**config.mk**
```make
export PLATFORM = sky130hd
export DESIGN_NAME = tlvic_top
export DESIGN_NICKNAME = d
export VERILOG_FILES = /design/src/inc/tlvic_pkg.sv /design/src/inc/tlvic_arb_if.sv /design/src/tlvic_arb.sv /design/src/tlvic_top.sv
export SDC_FILE = /design/constraint.sdc
export NUM_CORES = 1
export LEC_CHECK = 0
export ABC_CLOCK_PERIOD_IN_PS = 6500
export BUFFER_PORTS_ARGS = -buffer_cell sky130_fd_sc_hd__buf_2
export CAP_MARGIN = 5
export CORE_ASPECT_RATIO = 0.9
export CORE_UTILIZATION = 50
export DETAILED_ROUTE_END_ITERATION = 6
export PLACE_DENSITY = 0.76
export REMOVE_ABC_BUFFERS = 1
export SLEW_MARGIN = 20
export SYNTH_ARGS = -nofsm -noshare
export SYNTH_HDL_FRONTEND = slang
export SYNTH_SLANG_ARGS = --single-unit
```
**constraint.sdc**
```tcl
create_clock -name clock -period 6.5 [get_ports clock]
set_input_delay 0 -clock clock [delete_from_list [all_inputs] [get_ports clock]]
set_output_delay 0 -clock clock [all_outputs]
set_load 0.02 [all_outputs]
```
**src/inc/tlvic_pkg.sv**
```systemverilog
// tlvic_pkg: constants, register map and vector table of the interrupt controller.
// assumes a 32-bit AXI4-Lite register bus and a 100 MHz single clock.
`default_nettype none
package tlvic_pkg;
  // ==========================================================================
  // source set
  localparam int          NSRC        = 21;            // order numbers 0..20
  localparam logic [20:0] SRC_VALID   = 21'h1fdfff;    // order 13 has no source
  localparam logic [20:0] HW_CLR_MASK = 21'h08000f;    // cleared on vectoring
  localparam int          EXT_A_IDX   = 0;
  localparam int          EXT_B_IDX   = 2;
  // ==========================================================================
  // register byte addresses
  localparam logic [7:0] ADDR_TCTL  = 8'h00;  // timer_control_reg
  localparam logic [7:0] ADDR_GCTL  = 8'h04;  // global_irq_enable
  localparam logic [7:0] ADDR_ENA   = 8'h08;  // source_enable_regs
  localparam logic [7:0] ADDR_PRI   = 8'h0c;  // priority_select_regs
  localparam logic [7:0] ADDR_PSET  = 8'h10;  // pending, write one sets
  localparam logic [7:0] ADDR_PCLR  = 8'h14;  // pending, write one clears
  localparam logic [7:0] ADDR_STAT  = 8'h18;  // in-service and request state
  // ==========================================================================
  // field positions of timer_control_reg
  localparam int TCTL_A_TYPE = 0;
  localparam int TCTL_A_PEND = 1;
  localparam int TCTL_B_TYPE = 2;
  localparam int TCTL_B_PEND = 3;
  // field positions of the status register
  localparam int STAT_INS_LO = 0;
  localparam int STAT_INS_HI = 1;
  localparam int STAT_REQ    = 2;
  localparam int STAT_IDX    = 8;
  localparam int STAT_VEC    = 16;
  // ==========================================================================
  // reset values
  localparam logic [20:0] PRI_RESET = 21'h000000;  // all sources low level
  localparam logic [20:0] ENA_RESET = 21'h000000;
  localparam logic [1:0]  RESP_OK   = 2'b00;
  localparam logic [1:0]  RESP_ERR  = 2'b10;
  // ==========================================================================
  // timing: detection takes one clock before the request shows
  localparam int DETECT_NS  = 10;
  localparam int CLK_MHZ    = 100;
  localparam int DETECT_CYC = (DETECT_NS * CLK_MHZ + 999) / 1000;

  // code address of each source's service routine
  function automatic logic [15:0] tlvic_vector(input logic [4:0] idx);
    case (idx)
      5'd17:   tlvic_vector = 16'h0093;
      5'd18:   tlvic_vector = 16'h008b;
      default: tlvic_vector = 16'h0003 + {8'h00, idx, 3'b000};
    endcase
  endfunction
endpackage
`default_nettype wire

```
**src/inc/tlvic_arb_if.sv**
```systemverilog
// tlvic_arb_if: carries eligible requests to the arbiter and its choice back.
// assumes both ends sit on the same clock; the arbiter is combinational.
`timescale 1ns/1ps
`default_nettype none
interface tlvic_arb_if;
  logic [20:0] elig;    // pending, enabled and globally enabled
  logic [20:0] prio;    // one means high level
  logic        ins_hi;  // high-level routine in service
  logic        ins_lo;  // low-level routine in service
  logic        hit;
  logic [4:0]  idx;
  logic        lvl;
  modport ctl (output elig, output prio, output ins_hi, output ins_lo,
               input hit, input idx, input lvl);
  modport arb (input elig, input prio, input ins_hi, input ins_lo,
               output hit, output idx, output lvl);
endinterface
`default_nettype wire

```
**src/tlvic_arb.sv**
```systemverilog
// tlvic_arb: two-level priority decode with fixed order inside a level.
// assumes elig already holds only valid, enabled, globally enabled sources.
`timescale 1ns/1ps
`default_nettype none
module tlvic_arb
  import tlvic_pkg::*;
(
  tlvic_arb_if.arb a
);
  // lowest order number wins inside a level
  function automatic logic [4:0] first_one(input logic [20:0] v);
    first_one = 5'd0;
    for (int i = NSRC - 1; i >= 0; i--) begin
      if (v[i]) begin
        first_one = i[4:0];
      end
    end
  endfunction

  // ==========================================================================
  // level split and preemption gate
  wire logic [20:0] hi_req = a.elig & a.prio;
  wire logic [20:0] lo_req = a.elig & ~a.prio;
  wire logic        hi_ok  = ~a.ins_hi;
  wire logic        lo_ok  = ~a.ins_hi & ~a.ins_lo;
  wire logic        hi_hit = hi_ok & (|hi_req);
  wire logic        lo_hit = lo_ok & (|lo_req);

  // high level first when both are recognised together
  assign a.hit = hi_hit | lo_hit;
  assign a.lvl = hi_hit;
  assign a.idx = hi_hit ? first_one(hi_req) : first_one(lo_req);
endmodule // tlvic_arb
`default_nettype wire

```
**src/tlvic_top.sv**
```systemverilog
// tlvic_top: vectored interrupt controller, two levels, 20 sources.
// assumes a core that pulses ack, return and instruction-done strobes,
// peripherals that pulse one set strobe per event, and an AXI4-Lite master.
`timescale 1ns/1ps
`default_nettype none
module tlvic_top
  import tlvic_pkg::*;
(
  input  wire logic        clock,
  input  wire logic        reset,
  input  wire logic        clk_en,
  // external interrupt pins, active low
  input  wire logic        ext_irq_a_n,
  input  wire logic        ext_irq_b_n,
  // peripheral event strobes, one bit per order number
  input  wire logic [20:0] src_set,
  // core side
  input  wire logic        cpu_ack,
  input  wire logic        cpu_reti,
  input  wire logic        cpu_instr_done,
  output logic             irq_req,
  output logic [15:0]      irq_vector,
  output logic             irq_level,
  // AXI4-Lite slave
  input  wire logic [7:0]  s_axi_awaddr,
  input  wire logic        s_axi_awvalid,
  output logic             s_axi_awready,
  input  wire logic [31:0] s_axi_wdata,
  input  wire logic [3:0]  s_axi_wstrb,
  input  wire logic        s_axi_wvalid,
  output logic             s_axi_wready,
  output logic [1:0]       s_axi_bresp,
  output logic             s_axi_bvalid,
  input  wire logic        s_axi_bready,
  input  wire logic [7:0]  s_axi_araddr,
  input  wire logic        s_axi_arvalid,
  output logic             s_axi_arready,
  output logic [31:0]      s_axi_rdata,
  output logic [1:0]       s_axi_rresp,
  output logic             s_axi_rvalid,
  input  wire logic        s_axi_rready
);
  // byte-enable merge, used by every writable register but global_irq_enable and the timer type bits
  function automatic logic [31:0] strb_mask(input logic [3:0] s);
    strb_mask = {{8{s[3]}}, {8{s[2]}}, {8{s[1]}}, {8{s[0]}}};
  endfunction

  // ==========================================================================
  // state
  logic [1:0]  ttype_r;            // one = edge triggered
  logic        gie_r;
  logic [20:0] ena_r;
  logic [20:0] pri_r;
  logic [20:0] pend_r;
  logic [20:0] pend_nxt;
  logic [1:0]  ins_r;              // bit1 high level, bit0 low level
  logic        wait_r;             // one instruction still owed after return
  logic        req_r;
  logic [15:0] vec_r;
  logic [4:0]  idx_r;
  logic        lvl_r;
  logic [1:0]  sy1_r;
  logic [1:0]  sy2_r;
  logic [1:0]  sy3_r;
  logic [1:0]  pin_r;              // filtered pin level, one = high
  logic        awready_r;
  logic        wready_r;
  logic        bvalid_r;
  logic [1:0]  bresp_r;
  logic        arready_r;
  logic        rvalid_r;
  logic [1:0]  rresp_r;
  logic [31:0] rdata_r;

  tlvic_arb_if arb_bus ();

  tlvic_arb u_arb (
    .a (arb_bus)
  );

  // ==========================================================================
  // bus decode: write taken only with address and data both present
  wire logic        wr_go   = s_axi_awvalid & s_axi_wvalid & ~bvalid_r
                              & ~awready_r;
  wire logic        rd_go   = s_axi_arvalid & ~rvalid_r & ~arready_r;
  wire logic [31:0] wmask   = strb_mask(s_axi_wstrb);
  wire logic [31:0] wbits   = s_axi_wdata & wmask;
  wire logic        wr_tctl = wr_go & (s_axi_awaddr == ADDR_TCTL);
  wire logic        wr_gctl = wr_go & (s_axi_awaddr == ADDR_GCTL);
  wire logic        wr_ena  = wr_go & (s_axi_awaddr == ADDR_ENA);
  wire logic        wr_pri  = wr_go & (s_axi_awaddr == ADDR_PRI);
  wire logic        wr_pset = wr_go & (s_axi_awaddr == ADDR_PSET);
  wire logic        wr_pclr = wr_go & (s_axi_awaddr == ADDR_PCLR);
  wire logic        wr_hit  = wr_tctl | wr_gctl | wr_ena | wr_pri
                              | wr_pset | wr_pclr;
  wire logic        rd_hit  = (s_axi_araddr == ADDR_TCTL) | (s_axi_araddr == ADDR_GCTL)
                              | (s_axi_araddr == ADDR_ENA) | (s_axi_araddr == ADDR_PRI)
                              | (s_axi_araddr == ADDR_PSET) | (s_axi_araddr == ADDR_PCLR)
                              | (s_axi_araddr == ADDR_STAT);

  // ==========================================================================
  // external pins: a level counts once the last two stages agree
  wire logic [1:0] agree   = ~(sy2_r ^ sy3_r);     // per pin, so one pin never stalls the other
  wire logic [1:0] pin_nxt = (sy3_r & agree) | (pin_r & ~agree);
  wire logic [1:0] fall    = pin_r & ~pin_nxt;

  // ==========================================================================
  // software set and clear of pending flags
  wire logic [20:0] tctl_pset = {18'h00000, wbits[TCTL_B_PEND], 1'b0,
                                 wbits[TCTL_A_PEND]};
  wire logic [20:0] tctl_pclr = {18'h00000, wmask[TCTL_B_PEND] & ~s_axi_wdata[TCTL_B_PEND],
                                 1'b0, wmask[TCTL_A_PEND] & ~s_axi_wdata[TCTL_A_PEND]};
  wire logic [20:0] sw_set = ({21{wr_pset}} & wbits[20:0])
                             | ({21{wr_tctl}} & tctl_pset);
  wire logic [20:0] sw_clr = ({21{wr_pclr}} & wbits[20:0])
                             | ({21{wr_tctl}} & tctl_pclr);
  wire logic [20:0] edge_ev = {18'h00000, fall[1] & ttype_r[1], 1'b0,
                               fall[0] & ttype_r[0]};
  wire logic [20:0] ext_m   = {18'h00000, 1'b1, 1'b0, 1'b1};
  wire logic [20:0] hw_set  = (src_set & ~ext_m) | edge_ev;

  // ==========================================================================
  // core handshake
  wire logic        take    = cpu_ack & req_r;
  wire logic [20:0] idx_oh  = 21'h000001 << idx_r;
  wire logic [20:0] lvl_ext = {18'h00000, ~ttype_r[1], 1'b0, ~ttype_r[0]};
  wire logic [20:0] vec_clr = {21{take}} & idx_oh & HW_CLR_MASK & ~lvl_ext;
  wire logic [20:0] mirror  = {18'h00000, ~pin_nxt[1], 1'b0, ~pin_nxt[0]};

  // pending update: a set in the same cycle as a clear wins
  always_comb begin
    pend_nxt = ((pend_r & ~(sw_clr | vec_clr)) | sw_set | hw_set) & SRC_VALID;
    pend_nxt = (pend_nxt & ~lvl_ext) | (mirror & lvl_ext);
  end

  // ==========================================================================
  // arbiter inputs
  assign arb_bus.elig   = pend_r & ena_r & {21{gie_r}} & SRC_VALID;
  assign arb_bus.prio   = pri_r;
  assign arb_bus.ins_hi = ins_r[1];
  assign arb_bus.ins_lo = ins_r[0];

  // request withheld while taken, in the return cycle and while an instruction is owed
  wire logic       req_nxt = arb_bus.hit & ~wait_r & ~take & ~cpu_reti;
  // return clears the highest active marker
  wire logic [1:0] ins_ret = ins_r[1] ? {1'b0, ins_r[0]} : 2'b00;
  wire logic [1:0] ins_set = take ? (lvl_r ? 2'b10 : 2'b01) : 2'b00;
  wire logic [1:0] ins_nxt = (cpu_reti ? ins_ret : ins_r) | ins_set;

  // ==========================================================================
  // pin synchroniser, three stages
  always_ff @(posedge clock) begin
    if (reset) begin
      sy1_r <= 2'b11;
      sy2_r <= 2'b11;
      sy3_r <= 2'b11;
      pin_r <= 2'b11;
    end else if (clk_en) begin
      sy1_r <= {ext_irq_b_n, ext_irq_a_n};
      sy2_r <= sy1_r;
      sy3_r <= sy2_r;
      pin_r <= pin_nxt;
    end
  end

  // ==========================================================================
  // configuration registers, written by software
  always_ff @(posedge clock) begin
    if (reset) begin
      ttype_r <= 2'b00;
      gie_r   <= 1'b0;
      ena_r   <= ENA_RESET;
      pri_r   <= PRI_RESET;
    end else if (clk_en) begin
      if (wr_tctl && s_axi_wstrb[0]) begin
        ttype_r <= {s_axi_wdata[TCTL_B_TYPE], s_axi_wdata[TCTL_A_TYPE]};
      end
      if (wr_gctl && s_axi_wstrb[0]) begin
        gie_r <= s_axi_wdata[0];
      end
      if (wr_ena) begin
        ena_r <= ((ena_r & ~wmask[20:0]) | wbits[20:0]) & SRC_VALID;
      end
      if (wr_pri) begin
        pri_r <= ((pri_r & ~wmask[20:0]) | wbits[20:0]) & SRC_VALID;
      end
    end
  end

  // ==========================================================================
  // pending flags and in-service markers, evaluated on every clock with clk_en high
  always_ff @(posedge clock) begin
    if (reset) begin
      pend_r <= 21'h000000;
      ins_r  <= 2'b00;
      wait_r <= 1'b0;
    end else if (clk_en) begin
      pend_r <= pend_nxt;
      ins_r  <= ins_nxt;
      if (cpu_reti) begin
        wait_r <= 1'b1;
      end else if (cpu_instr_done) begin
        wait_r <= 1'b0;
      end
    end
  end

  // ==========================================================================
  // request to the core: one clock of detection, then the core's long call
  always_ff @(posedge clock) begin
    if (reset) begin
      req_r <= 1'b0;
      vec_r <= 16'h0000;
      idx_r <= 5'h00;
      lvl_r <= 1'b0;
    end else if (clk_en) begin
      req_r <= req_nxt;
      if (arb_bus.hit) begin
        idx_r <= arb_bus.idx;
        lvl_r <= arb_bus.lvl;
        vec_r <= tlvic_vector(arb_bus.idx);
      end
    end
  end

  // ==========================================================================
  // write channel: one cycle ready pulse, response held until bready
  always_ff @(posedge clock) begin
    if (reset) begin
      awready_r <= 1'b0;
      wready_r  <= 1'b0;
      bvalid_r  <= 1'b0;
      bresp_r   <= RESP_OK;
    end else if (clk_en) begin
      awready_r <= wr_go;
      wready_r  <= wr_go;
      if (wr_go) begin
        bvalid_r <= 1'b1;
        bresp_r  <= wr_hit ? RESP_OK : RESP_ERR;
      end else if (s_axi_bready) begin
        bvalid_r <= 1'b0;
      end
    end
  end

  // status word: markers, live request, chosen source and its vector
  wire logic [31:0] stat_w = {vec_r, 3'b000, idx_r, 5'b00000, req_r, ins_r};
  wire logic [31:0] tctl_w = {28'h0000000, pend_r[EXT_B_IDX], ttype_r[1],
                              pend_r[EXT_A_IDX], ttype_r[0]};
  logic [31:0] rd_mux;
  always_comb begin
    case (s_axi_araddr)
      ADDR_TCTL: rd_mux = tctl_w;
      ADDR_GCTL: rd_mux = {31'h00000000, gie_r};
      ADDR_ENA:  rd_mux = {11'h000, ena_r};
      ADDR_PRI:  rd_mux = {11'h000, pri_r};
      ADDR_PSET: rd_mux = {11'h000, pend_r};
      ADDR_PCLR: rd_mux = {11'h000, pend_r};
      ADDR_STAT: rd_mux = stat_w;
      default:   rd_mux = 32'h00000000;
    endcase
  end

  // ==========================================================================
  // read channel: data held until rready
  always_ff @(posedge clock) begin
    if (reset) begin
      arready_r <= 1'b0;
      rvalid_r  <= 1'b0;
      rresp_r   <= RESP_OK;
      rdata_r   <= 32'h00000000;
    end else if (clk_en) begin
      arready_r <= rd_go;
      if (rd_go) begin
        rvalid_r <= 1'b1;
        rresp_r  <= rd_hit ? RESP_OK : RESP_ERR;
        rdata_r  <= rd_mux;
      end else if (s_axi_rready) begin
        rvalid_r <= 1'b0;
      end
    end
  end

  // outputs straight from flops
  assign irq_req       = req_r;
  assign irq_vector    = vec_r;
  assign irq_level     = lvl_r;
  assign s_axi_awready = awready_r;
  assign s_axi_wready  = wready_r;
  assign s_axi_bvalid  = bvalid_r;
  assign s_axi_bresp   = bresp_r;
  assign s_axi_arready = arready_r;
  assign s_axi_rvalid  = rvalid_r;
  assign s_axi_rresp   = rresp_r;
  assign s_axi_rdata   = rdata_r;
endmodule // tlvic_top
`default_nettype wire

```
* Yosys cells after proc, flatten, opt, wreduce, memory -nomap -nowiden *
Cells that the tools add are included.

word-level totals
  RAM bits = 0
  ROM bits = 0
  bits in registers = 138
  output and inout port bits = 59
  input bits = 86
  word-level logic and storage cells = 201
  memories = 0
  bits in latches = 0

cells by class
  divide/modulo/power cells = 0
  multiplexer cells = 57
  order comparisons = 0
  bitwise logic cells = 87
  equality and inequality tests = 13
  shift operators = 1
  $mul = 0
  add/subtract/negate cells = 1
  reductions and logical operators = 20

operators by type and width
  cell                                                                   number
  21-bit bitwise AND                                                     11
  5-bit two-way mux                                                      43
  32-bit one-hot mux with 6 select lines                                 1
  21-bit OR                                                              7
  21-bit inverter                                                        3
  21-bit by 3-bit bitwise AND with 21-bit output                         2
  21-bit by 3-bit OR with 21-bit output                                  2
  21-bit OR reduction                                                    2
  8-bit by 5-bit equality test with 1-bit output, second input constant  5
  8-bit by 4-bit equality test with 1-bit output, second input constant  4
  1-bit bitwise AND                                                      22
  20-bit by 21-bit bitwise AND with 21-bit output                        1
  3-bit inverter with 21-bit output                                      1
  20-bit bitwise AND                                                     1
  2-bit AND reduction                                                    10
  1-bit by 5-bit << shifter with 20-bit output, first input constant     1
  9-bit one-hot mux with 2 select lines                                  1
  8-bit by 3-bit equality test with 1-bit output, second input constant  2
  8-bit logical NOT                                                      2
  1-bit inverter                                                         15
  1-bit OR                                                               12
  5-bit equality test, second input constant                             2
  2-bit two-way mux                                                      5
  2-bit by 8-bit adder with 9-bit output, first input constant           1
  other kinds (9)                                                        23

* Depth between registers and ports, before layout *
  word-level depth = 27
  gate-level depth with buffers = 10
  depth with buffers taken out = 7

* Hierarchy *
Synthesis repeated with hierarchy kept, for this count alone.

second synthesis, totals
  cell total of the unflattened synthesis = 787
  area, all modules = 6403.6 um^2

modules (own cells, without submodules)
  module     seq. area each (um^2)  times used  cells each  area an instance (um^2)
  tlvic_top  2322.2                 1           667         5562.8
  tlvic_arb  0.0                    1           120         840.8

* Least setup slack after synthesis *
No wires, ideal clock.

  path type = reg-to-reg
  from = register gie_r
  to = register vec_r[3], in the netlist irq_vector[3]
  required time = 6412 ps
  cell stages (with the launch flop) = 9
  arrival time = 2023 ps
  clock period less this slack = 2111 ps
  setup time = 88 ps
  buffers on the path = 1
  slack = 4389 ps
  path through = dfxtp_1 buf_2 nand4_1 nand4_1 nor4_4 a21oi_2 mux2_4 a211o_1 a311oi_2

between the ends
  cells in the longest elaborated chain, start to end = 26
  elaborated cells between the ends (all ways) = 56
  classes of those cells = add/sub: 1; eq/ne: 2; mux: 44; bitwise: 6; reduce/logical: 3

ends and longest elaborated chain
  element                                                                      RTL line          source
  from (decl)                                                                  tlvic_top.sv:51   logic gie_r;
  from (signal assigned)                                                       tlvic_top.sv:179  gie_r <= s_axi_wdata[0];
  21-bit bitwise AND (*)                                                       tlvic_top.sv:138  assign arb_bus.elig = pend_r & ena_r & {21{gie_r}} & SRC_VALID;
  parallel branches: the longest is 25 deep, another holds 21-bit bitwise AND  -
  to (signal assigned)                                                         tlvic_top.sv:221  vec_r <= tlvic_vector(arb_bus.idx);
  to (decl)                                                                    tlvic_top.sv:59   logic [15:0] vec_r;

Mark *: on every way between the ends.
A chain may end at the register's enable or synchronous reset.

==> reports/metrics.yaml <==
job:
  max_cap_viol_count: 0
setup_path:
  crit_required_ns: 6.78
  cp-end-kind: "register"
  worstSetupPathType: "reg -> reg"
  worst_setup_path_start_kind: "register"
  worstSetupStartpoint: "s_axi_wready"
  ff2ff_path_depth: 8
  path_cells: "and4bb_1 -> nand4_1 -> nor3b_1 -> and3_1 -> a21oi_1 -> a211oi_1 -> dlygate4sd3_1 -> nor3_1"
  rr_endpoint: "pend_r[1]"
  slowest_stage: "nor3b_1"
  path_max_fanout: 5
  crit_path_max_incr_delay_ns: 0.92
  arrival_ns: 3.63
  rr_startpoint: "s_axi_wready"
  ff2ff_setup_slack_ns: 3.15
  endpoint: "pend_r[1]"
synth:
  synth_area_leaders: "dfxtp_1 (37%), nand2_1 (7.3%), a21oi_1 (6.2%)"
  synthFlopType: "dfxtp_1"
  synth-edff-count: 0
  async_flop_share_pct: 0
  yosysUniqueCellTypes: 69
  synth.avg_cell_area_um2: 7.907
  synthCells: 795
  ys_seq_elements: 116
  synth_top_area_share_pct: 36.94
  yosys_warnings: 0
  synth_top_area_cell: "dfxtp_1"
  synth.cell_area_um2: 6286
  synth_seq_area_share_pct: 36.94
final_layout:
  nets: 1020
  n_fill_cell: 1059
  antenna_cells: 0
  syn_to_final_growth_pct: 26.47
  fin_area_um2: 7950
  drive_gt1_share_pct: 19.11
  final_cells: 1107
route:
  drt_iter0_drc: 652
  vias_per_cell: 5.893
  drcViolationCount: 0
  wirelength_um: 18440
  first_pass_iters: 5
  ant_nets: 0
  routed-via-count: 6524
  wl_per_cell_um: 16.66
sta:
  worst_pin_slew_ns: 1.088
  slew_headroom_pct: 27.32
  drv_slew: 0
  setup_tns_ns: 0
  fmax_mhz: 298.6
  finalSetupViolCount: 0
  rsz0062_at_grt: "no"
  period_needed_ns: 3.349
  hold_viol_final: 0
  whs_ns: 0.01135
  setup_slack_ns: 3.151
  period_share_pct: 51.52
  skew_ns: 0.01074
cts:
  cts_setup_buffers: 0
  htree_levels: 4
  path_clk_slew_ns: 0.06
  root_buffer: "clkbuf_16"
  clk_latency_ns: 0.43
  cts_buffers: 17
  clock_path_buffers: 2
  cts.sinks: 116
  cts.repair.resized: 0
  cts_hold_buf: 52
  cts_tree: "done"
global_routing:
  grt_pass1_wl_um: 29570
  gr-usage-all-layers_pct: 29.15
  grt_pass1_vias: 5687
  grt.overflow.total: 0
  grt_max_degree: 73
  antenna_found_initial: 0
place:
  dp.final_hpwl_um: 12290
  gp_congestion: 0.9947
  dpl.cell_count: 1023
  dpl_cell_area_um2: 6829
  post-place-ws_ns: 3.672
  io_buffer_count: 108
min_path:
  hold_class: "in -> reg"
  holdPathStages: 2
power:
  p_leak_nw: 3.148
  ir_worst_vdd_mv: 0.1804
  power_density_nw_per_um2: 231.2
die:
  num_io_pins: 145
  die_area_um2: 13030
  rows: 38
  core_um2: 12170
  die_width_um: 120.2
  die_h_um: 108.4
  floorplan.initialDensity_pct: 51.64
status:
  outcome: "finished clean"
[metal layers]
layer | global-route usage [%] | wire, um
met1 | 40.40 | 8378
met3 | 5.854 | 1497
met2 | 44.50 | 8161
met4 | 10.98 | 404
met5 | 0 | 0
[per-stage QoR]
stage	power [mW]	util [%]
2_1_floorplan	0.8035	-
3_3_place_gp	0.8703	56.11
3_5_place_dp	0.8719	56.11
4_1_cts	1.840	65.32
5_1_grt	1.896	65.32
6_report	1.838	65.32
[power breakdown]
part | internal (mW) | switching, mW
clock | 0.610 | 0.344
combinational | 0.0626 | 0.0807
sequential | 0.725 | 0.0159
total | 1.40 | 0.440
[area by class of cell]
cell class | instances | area, um^2 | share of cell area (%)
Multi-Input combinational cell | 624 | 3677 | 46.25
Sequential cell | 116 | 2322 | 29.21
Timing Repair Buffer | 168 | 1124 | 14.13
Clock buffer | 19 | 442.9 | 5.571
Tap cell | 160 | 200.2 | 2.518
Clock inverter | 13 | 157.7 | 1.983
Inverter | 7 | 26.28 | 0.3305
[critical path, delay by kind of cell (launching register included)]
family | cells | cell delay (ns)
AO/OA/AOI/OAI | 2 | 0.38
buffers and inverters | 1 | 0.62
AND/OR/NAND/NOR | 5 | 1.86
flip-flops | 1 | 0.34
[cells in the mapped netlist, drive strengths merged, types with 2 or more instances]
cell type	count
dfxtp	116
a222oi	7
or2	3
a211oi	11
o211ai	4
and4b	9
clkbuf	35
o31ai	3
nand3	19
a21oi	79
nand4	38
nand4b	11
nand4bb	2
nor4	6
o22ai	4
mux2	2
a31oi	5
o21a	6
a221o	8
buf	32
a21boi	2
a22oi	30
a311oi	7
and3	2
o21ai	19
or3	3
nor3b	4
o21bai	2
nand2b	17
nand2	124
inv	7
nor2b	11
a21o	3
and4	3
nor2	90
mux2i	23
nor3	17
a211o	5
a31o	11
[cells by family after synthesis]
kind of cell	share of synthesized area, %
muxes	4.080
DFF	36.94
AOI/OAI and AO/OA	22.89
and+or+nand+nor	30.00
other	0.05966
buffers and inverters	6.031
[cell usage in the layout, fill, tap and decap left out, drive strengths merged, types with 9 or more instances in the layout]
| master | n |
|---|---|
| nand2 | 124 |
| and4b | 9 |
| mux2i | 23 |
| nor2 | 90 |
| nand3 | 19 |
| buf | 116 |
| conb | 20 |
| a211oi | 11 |
| dlygate4sd3 | 52 |
| nand2b | 17 |
| a21oi | 79 |
| nor2b | 11 |
| dfxtp | 116 |
| clkbuf | 19 |
| a22oi | 30 |
| o21ai | 19 |
| nor3 | 17 |
| nand4 | 38 |
| nand4b | 11 |
| a31o | 11 |
[worst min-delay path by stage]
stage               startpoint            end  slack [ns]
5_1_grt         s_axi_wstrb[2]     pend_r[19]        0.03
4_1_cts        s_axi_awaddr[2]     ttype_r[1]       0.002
3_3_place_gp       ext_irq_a_n       sy1_r[0]        0.21
2_1_floorplan            reset  irq_vector[3]        0.07
6_report                 reset       register        0.01
3_5_place_dp       ext_irq_a_n       sy1_r[0]        0.21
Power figures use the tool's default switching activity.
